<file path="src/hdl/rlc_pkg.sv">
/*
 constants and carrier types for the reference regulator state control register.
 assumes an spi register file in front that delivers decoded byte writes and reads on mclk.
*/
// Behaviour
// - live field: 4 off, 5 low power, 6 or 7 active; 0-3 reserved.
// - standby exit pin assertion copies exit field into live field.
// - exit field codes 0-3 leave live field unchanged on standby exit.
// - 8-bit register at 0x3F, read/write, resets to 0x24.
// - this regulator and its sibling have separate, independent control registers.
// - output actively discharged whenever this regulator is off.
// - combo supply acts as regulator at 1.8 V, as switch at 3.3 V.
package rlc_pkg;
   localparam logic [7:0] REF_LDO_CTRL_ADDR = 8'h3F;
   localparam logic [7:0] SIBLING_CTRL_ADDR = 8'h40;
   localparam logic [7:0] REF_LDO_CTRL_RST = 8'h24;
   localparam logic [7:0] SIBLING_CTRL_RST = 8'h3C;
   localparam int LIVE_LSB = 0;
   localparam int EXIT_LSB = 3;
   localparam logic [2:0] CODE_OFF = 3'h4;
   localparam logic [2:0] CODE_LOWPWR = 3'h5;
   localparam logic [2:0] CODE_ACTIVE = 3'h6;
   localparam logic [2:0] CODE_ACTIVE_ALT = 3'h7;
   localparam logic [7:0] WRITE_MASK = 8'h3F;

   typedef enum logic [1:0] {
      RLC_OFF,
      RLC_LOWPWR,
      RLC_ACTIVE
   } rlc_mode_t;

   typedef struct packed {
      logic [1:0] reserved;
      logic [2:0] exit_state_field;
      logic [2:0] live_state_field;
   } rlc_ctrl_t;

   typedef struct packed {
      logic enable;
      logic low_power;
      logic discharge;
   } rlc_drive_t;
endpackage

</file>
<file path="src/hdl/rlc_ref_ldo_ctrl.sv">
/*
 holds the reference regulator control register and its sibling's, and drives both regulators and the combo supply.
 assumes register access strobes from the spi register file on mclk; standby exit pin is asynchronous.
*/
`timescale 1ns/1ps
module rlc_ref_ldo_ctrl (
   input wire logic mclk,
   input wire logic rst,
   input wire logic [7:0] reg_addr,
   input wire logic reg_wr,
   input wire logic [7:0] reg_wdata,
   input wire logic reg_rd,
   output logic [7:0] reg_rdata,
   output logic reg_hit,
   input wire logic standby_exit_pin,
   input wire logic combo_card_supply_sel_3v3,
   output rlc_pkg::rlc_drive_t ref_ldo_drive,
   output rlc_pkg::rlc_drive_t sibling_ldo_drive,
   output logic combo_card_supply_ldo_mode,
   output logic combo_card_supply_switch_mode
);
   rlc_pkg::rlc_ctrl_t ref_ctrl_ff;
   rlc_pkg::rlc_ctrl_t sib_ctrl_ff;
   logic [2:0] exit_sync_ff;
   logic exit_seen_ff;
   logic exit_rise;

   function automatic rlc_pkg::rlc_mode_t decode_mode(input logic [2:0] code);
      case (code)
         rlc_pkg::CODE_LOWPWR: decode_mode = rlc_pkg::RLC_LOWPWR;
         rlc_pkg::CODE_ACTIVE, rlc_pkg::CODE_ACTIVE_ALT: decode_mode = rlc_pkg::RLC_ACTIVE;
         default: decode_mode = rlc_pkg::RLC_OFF;
      endcase
   endfunction

   function automatic rlc_pkg::rlc_drive_t drive_of(input logic [2:0] code);
      rlc_pkg::rlc_mode_t m;
      m = decode_mode(code);
      drive_of.enable = (m != rlc_pkg::RLC_OFF);
      drive_of.low_power = (m == rlc_pkg::RLC_LOWPWR);
      drive_of.discharge = (m == rlc_pkg::RLC_OFF);
   endfunction

   function automatic logic exit_copies(input logic [2:0] code);
      exit_copies = code[2];
   endfunction

   // standby exit pin: three stages, change counts when stages two and three agree
   always_ff @(posedge mclk) begin
      if (rst) begin
         exit_sync_ff <= 3'h0;
      end else begin
         exit_sync_ff <= {exit_sync_ff[1:0], standby_exit_pin};
      end
   end

   always_ff @(posedge mclk) begin
      if (rst) begin
         exit_seen_ff <= 1'b0;
      end else if (exit_sync_ff[1] == exit_sync_ff[2]) begin
         exit_seen_ff <= exit_sync_ff[2];
      end
   end

   assign exit_rise = (exit_sync_ff[1] == exit_sync_ff[2]) && exit_sync_ff[2] && !exit_seen_ff;

   // spi write first, then standby exit copy wins in the same cycle
   always_ff @(posedge mclk) begin
      if (rst) begin
         ref_ctrl_ff <= rlc_pkg::REF_LDO_CTRL_RST;
      end else begin
         if (reg_wr && reg_addr == rlc_pkg::REF_LDO_CTRL_ADDR) begin
            ref_ctrl_ff <= reg_wdata & rlc_pkg::WRITE_MASK;
         end
         if (exit_rise && exit_copies(ref_ctrl_ff.exit_state_field)) begin
            ref_ctrl_ff.live_state_field <= ref_ctrl_ff.exit_state_field;
            if (reg_wr && reg_addr == rlc_pkg::REF_LDO_CTRL_ADDR) begin
               ref_ctrl_ff.exit_state_field <= reg_wdata[rlc_pkg::EXIT_LSB +: 3];
               ref_ctrl_ff.reserved <= 2'h0;
            end
         end
      end
   end

   // sibling has its own register and its own copy on exit
   always_ff @(posedge mclk) begin
      if (rst) begin
         sib_ctrl_ff <= rlc_pkg::SIBLING_CTRL_RST;
      end else begin
         if (reg_wr && reg_addr == rlc_pkg::SIBLING_CTRL_ADDR) begin
            sib_ctrl_ff <= reg_wdata & rlc_pkg::WRITE_MASK;
         end
         if (exit_rise && exit_copies(sib_ctrl_ff.exit_state_field)) begin
            sib_ctrl_ff.live_state_field <= sib_ctrl_ff.exit_state_field;
            if (reg_wr && reg_addr == rlc_pkg::SIBLING_CTRL_ADDR) begin
               sib_ctrl_ff.exit_state_field <= reg_wdata[rlc_pkg::EXIT_LSB +: 3];
               sib_ctrl_ff.reserved <= 2'h0;
            end
         end
      end
   end

   always_ff @(posedge mclk) begin
      if (rst) begin
         reg_rdata <= 8'h00;
         reg_hit <= 1'b0;
      end else begin
         reg_hit <= reg_rd && (reg_addr == rlc_pkg::REF_LDO_CTRL_ADDR || reg_addr == rlc_pkg::SIBLING_CTRL_ADDR);
         if (reg_rd && reg_addr == rlc_pkg::REF_LDO_CTRL_ADDR) begin
            reg_rdata <= ref_ctrl_ff;
         end else if (reg_rd && reg_addr == rlc_pkg::SIBLING_CTRL_ADDR) begin
            reg_rdata <= sib_ctrl_ff;
         end else begin
            reg_rdata <= 8'h00;
         end
      end
   end

   always_ff @(posedge mclk) begin
      if (rst) begin
         ref_ldo_drive <= drive_of(rlc_pkg::CODE_OFF);
         sibling_ldo_drive <= drive_of(rlc_pkg::CODE_OFF);
         combo_card_supply_ldo_mode <= 1'b1;
         combo_card_supply_switch_mode <= 1'b0;
      end else begin
         ref_ldo_drive <= drive_of(ref_ctrl_ff.live_state_field);
         sibling_ldo_drive <= drive_of(sib_ctrl_ff.live_state_field);
         combo_card_supply_ldo_mode <= !combo_card_supply_sel_3v3;
         combo_card_supply_switch_mode <= combo_card_supply_sel_3v3;
      end
   end
endmodule

</file>
<file path="config.mk">
export PLATFORM = sky130hd
export DESIGN_NAME = rlc_ref_ldo_ctrl
export DESIGN_NICKNAME = d
export VERILOG_FILES = /design/src/hdl/rlc_pkg.sv /design/src/hdl/rlc_ref_ldo_ctrl.sv
export SDC_FILE = /design/constraint.sdc
export NUM_CORES = 1
export LEC_CHECK = 0
export BUFFER_PORTS_ARGS = -buffer_cell sky130_fd_sc_hd__buf_2
export CAP_MARGIN = 30
export CORE_ASPECT_RATIO = 1.75
export CORE_MARGIN = 2
export CORE_UTILIZATION = 54
export DETAILED_ROUTE_END_ITERATION = 10
export PLACE_DENSITY_LB_ADDON = 0.3
export REMOVE_ABC_BUFFERS = 1
export SYNTH_ARGS = -nofsm -noshare
export SYNTH_HDL_FRONTEND = slang
export SYNTH_SLANG_ARGS = --single-unit
</file>
<file path="constraint.sdc">
create_clock -name mclk -period 3 [get_ports mclk]
set_clock_uncertainty 0.2 [all_clocks]
set_input_delay 0.15 -clock mclk [delete_from_list [all_inputs] [get_ports mclk]]
set_output_delay 0.15 -clock mclk [all_outputs]
set_load 0.02 [all_outputs]
</file>
==> key figures <==
Synth
  – Mapped Area: 1395 um2
  – Sequential element share of the synthesized area: a little over half
  – EDFF count, synth: 0
  – Fraction of registers with async set/reset: 0%
  – Largest family of logic cells by synthesized area: simple AND/OR/NAND/NOR gates
  – Mean post-synth cell area: ~10 um2
  – Multiplexer share of the synthesized area: 4.305%
  – Netlist cell types: 34
  – Synth Area in XOR/XNOR: 0%
  – Top-count cell post-synth: dfxtp_1
  – Most frequent cells after synthesis: 37 x dfxtp_1, 12 x nor2_1, 7 x a22o_1, 7 x nand4_1, 7 x o31ai_1
  – Post-synth top flop: dfxtp_1
  – Adder-Cell Fraction of Synth Area: 0.8969%
  – Share of the synthesized area in the top cell type: a little over half
  – Area contributors post-synth: dfxtp_1 53%, a22o_1 4.4%, mux2i_1 4.3%, o31ai_1 3.8%, nor2_1 3.2%
  – Cells after Synth: between 100 and 150
  – Ys Warns: 0
  – Flops & latches, synth: 37
  – Synthesized-area fraction occupied by ao, oa, aoi and oai cells: 13.36%
  – Simple-Gate Fraction of Synth Area: 25.29%
  – Cell taking the most area after synthesis: dfxtp_1

Worst setup path
  – Setup crit start kind: input pin
  – Worst Path Class, Setup: input pin to register
  – Slowest cell on the critical path: nor3_1
  – R2r startpoint: exit_sync_ff[2]
  – CP max FO: 7
  – Worst-path cell chain: buf_2, nand4bb_1, nor3_1, a22o_1
  – R2R Setup Slk: roughly 1600 ps
  – Max stage delay on crit path: between 700 and 800 ps
  – R2R Path End: sib_ctrl_ff[0]
  – CP startpoint: reg_addr[7]
  – Worst path bufs/invs: 1
  – Worst path arrival time: around 1600 ps
  – FF-to-FF path depth: 4
  – Critical Path RT: around 3000 ps
  – CP Depth: 4
  – Crit path max-delay family: simple AND/OR/NAND/NOR gates
  – Critical path endpoint category: register
  – CP Capture Point: reg_rdata[4]

Routing
  – Initial DRC count: 42
  – Avg WL per Cell: 14.88 um
  – Via count: between 1000 and 1500
  – Pre-Repair DR Iteration Count: 4
  – DRC violations left: 0
  – Drt total wl: between 3 and 4 mm
  – Via density: about 6
  – Routed Antenna Nets: 0

STA
  – Worst Tran Pin Value: slightly above 800 ps
  – Final setup viols: 0
  – WHS: 22.49 ps
  – Setup TNS: 0 ps
  – Max-slew violation count: 0
  – Worst slew margin: roughly 45%
  – RSZ-0062 raised after global routing: false
  – Max Clock Freq: slightly above 0.6 GHz
  – Final Cycle Share: between 50% and 60%
  – Min Clock Period, post-route: approximately 1600 ps
  – Final hold violations: 0

Clocking
  – Post-CTS setup buffer count: 0
  – Post-CTS Resized: 0
  – Bufs on Longest Clock Path: 2
  – Worst skew pair latency: 280 ps
  – Clock Sinks: 37
  – CTS hold repair buffers: 8
  – Clock-pin slew on the worst setup and hold paths: 70 ps
  – CTS tree: yes
  – Clock tree root buffer cell: clkbuf_8
  – H-Tree Depth: 2
  – TritonCTS Buffers: 5

Place
  – Placer Congestion: 0.9518
  – Post-DP HPWL: about 2.2 mm
  – Port Buf Inserts: 36

Layout
  – Share of post-route cells with drive strength above 1: 27.37%
  – Final net count: approximately 200
  – Ant diodes: 0
  – FILL cells: just under 200
  – Sequential cell area: approximately 740 um2
  – Layout area overhead: 28.16%
  – Multi-input logic area: 611.8 um2

Floorplan
  – Row count: 24
  – Die area: 3022 um2
  – Die height: ~71 um
  – Initial core utilization: a little under three fifths
  – Die width: around 42 um
  – I/O pins: 39
  – Core Footprint: around 2500 um2

Pwr
  – Areal power density over the cells: roughly 560 nW/um2
  – Max VDD drop: about 0.56 mV
  – Leakage: about 0.00074 uW

Global route
  – Initial antenna violation count: 0
  – GRT Total Usage: about 22%
  – Vias in the first global route: between 1000 and 1500
  – First-pass GRT wire length: ~5 mm
  – Global route total overflow: 0
  – Largest net degree at the start of global routing: 29

Run
  – Max Cap Violations: 0

Status
  – Run status: finished, final reports clean

Hold path
  – Worst Hold Class: input pin to register
## routing by layer
metal / global-route usage (%) / vias to the layer above / routed length [um]
met5: 0 / - / 0
met4: 11.46 / 0 / 114
met3: 5.290 / 10 / 163
met2: 41.20 / 55 / 1657
met1: 22.59 / 557 / 1114
li1: - / 591 / -
## layout by cell type (no fill, tap or decap), drive strengths merged, types with 2 or more instances in the layout
cell,instances
a22o,7
buf,37
dfxtp,37
nor3,6
and3b,3
clkbuf,6
nand4,7
nor2,12
nand3,2
inv,3
nand2,2
a311oi,3
a21oi,4
nor2b,6
o31ai,7
nand3b,2
dlygate4sd3,8
nor3b,4
o21ai,2
mux2i,6
## through the flow
step	util, %	total power (uW)	setup slack [ps]	instance area, um2	cells
floorplan	-	528.9	1496	1368	126
global placement	64.48	555.8	1153	1588	189
detailed placement	64.48	558.0	1111	1588	189
CTS	72.61	998.1	1405	1788	205
global route	72.61	1024	1246	1788	205
finish	72.61	995.3	1384	1788	205
## report_power, final
group          switching, uW  internal, uW  total, uW
registers               1.76           496        497
logic                   32.5          26.2       58.7
clock network            169           270        439
## worst reg2reg max path: stages, from the launching register on
cell and delay [ps]:
dfxtp_1 340, ha_1 200, and3b_1 240, a41oi_1 60
a211oi_1 250
## kinds of logic after synthesis
family | count (synthesis)
muxes | 6
buffers and inverters | 11
DFF | 37
adders and majority gates | 1
AOI/OAI and AO/OA | 25
and+or+nand+nor | 53
## worst min-delay path by stage
stage / from / to / slack, ps / cells past startpoint
final: reg_wr / register / 20 / 3
after global routing: reg_wr / ref_ctrl_ff[1] / 40 / 3
after CTS: reg_wr / register / 4 / 3
after detailed placement: standby_exit_pin / exit_sync_ff[0] / 170 / 2
after global placement: standby_exit_pin / exit_sync_ff[0] / 170 / 2
after floorplan: rst / register / 20 / 1
## area by class of cell
| type | count | area share (%) |
|---|---|---|
| clock buffers | 6 | 4.619 |
| clock inverters | 2 | 2.099 |
| inverters | 4 | 0.8398 |
| multi-input cells | 85 | 34.22 |
| flip-flops and latches | 37 | 41.43 |
| well taps | 26 | 1.819 |
| repair buffers | 45 | 14.98 |
Power figures use the tool's default switching activity.
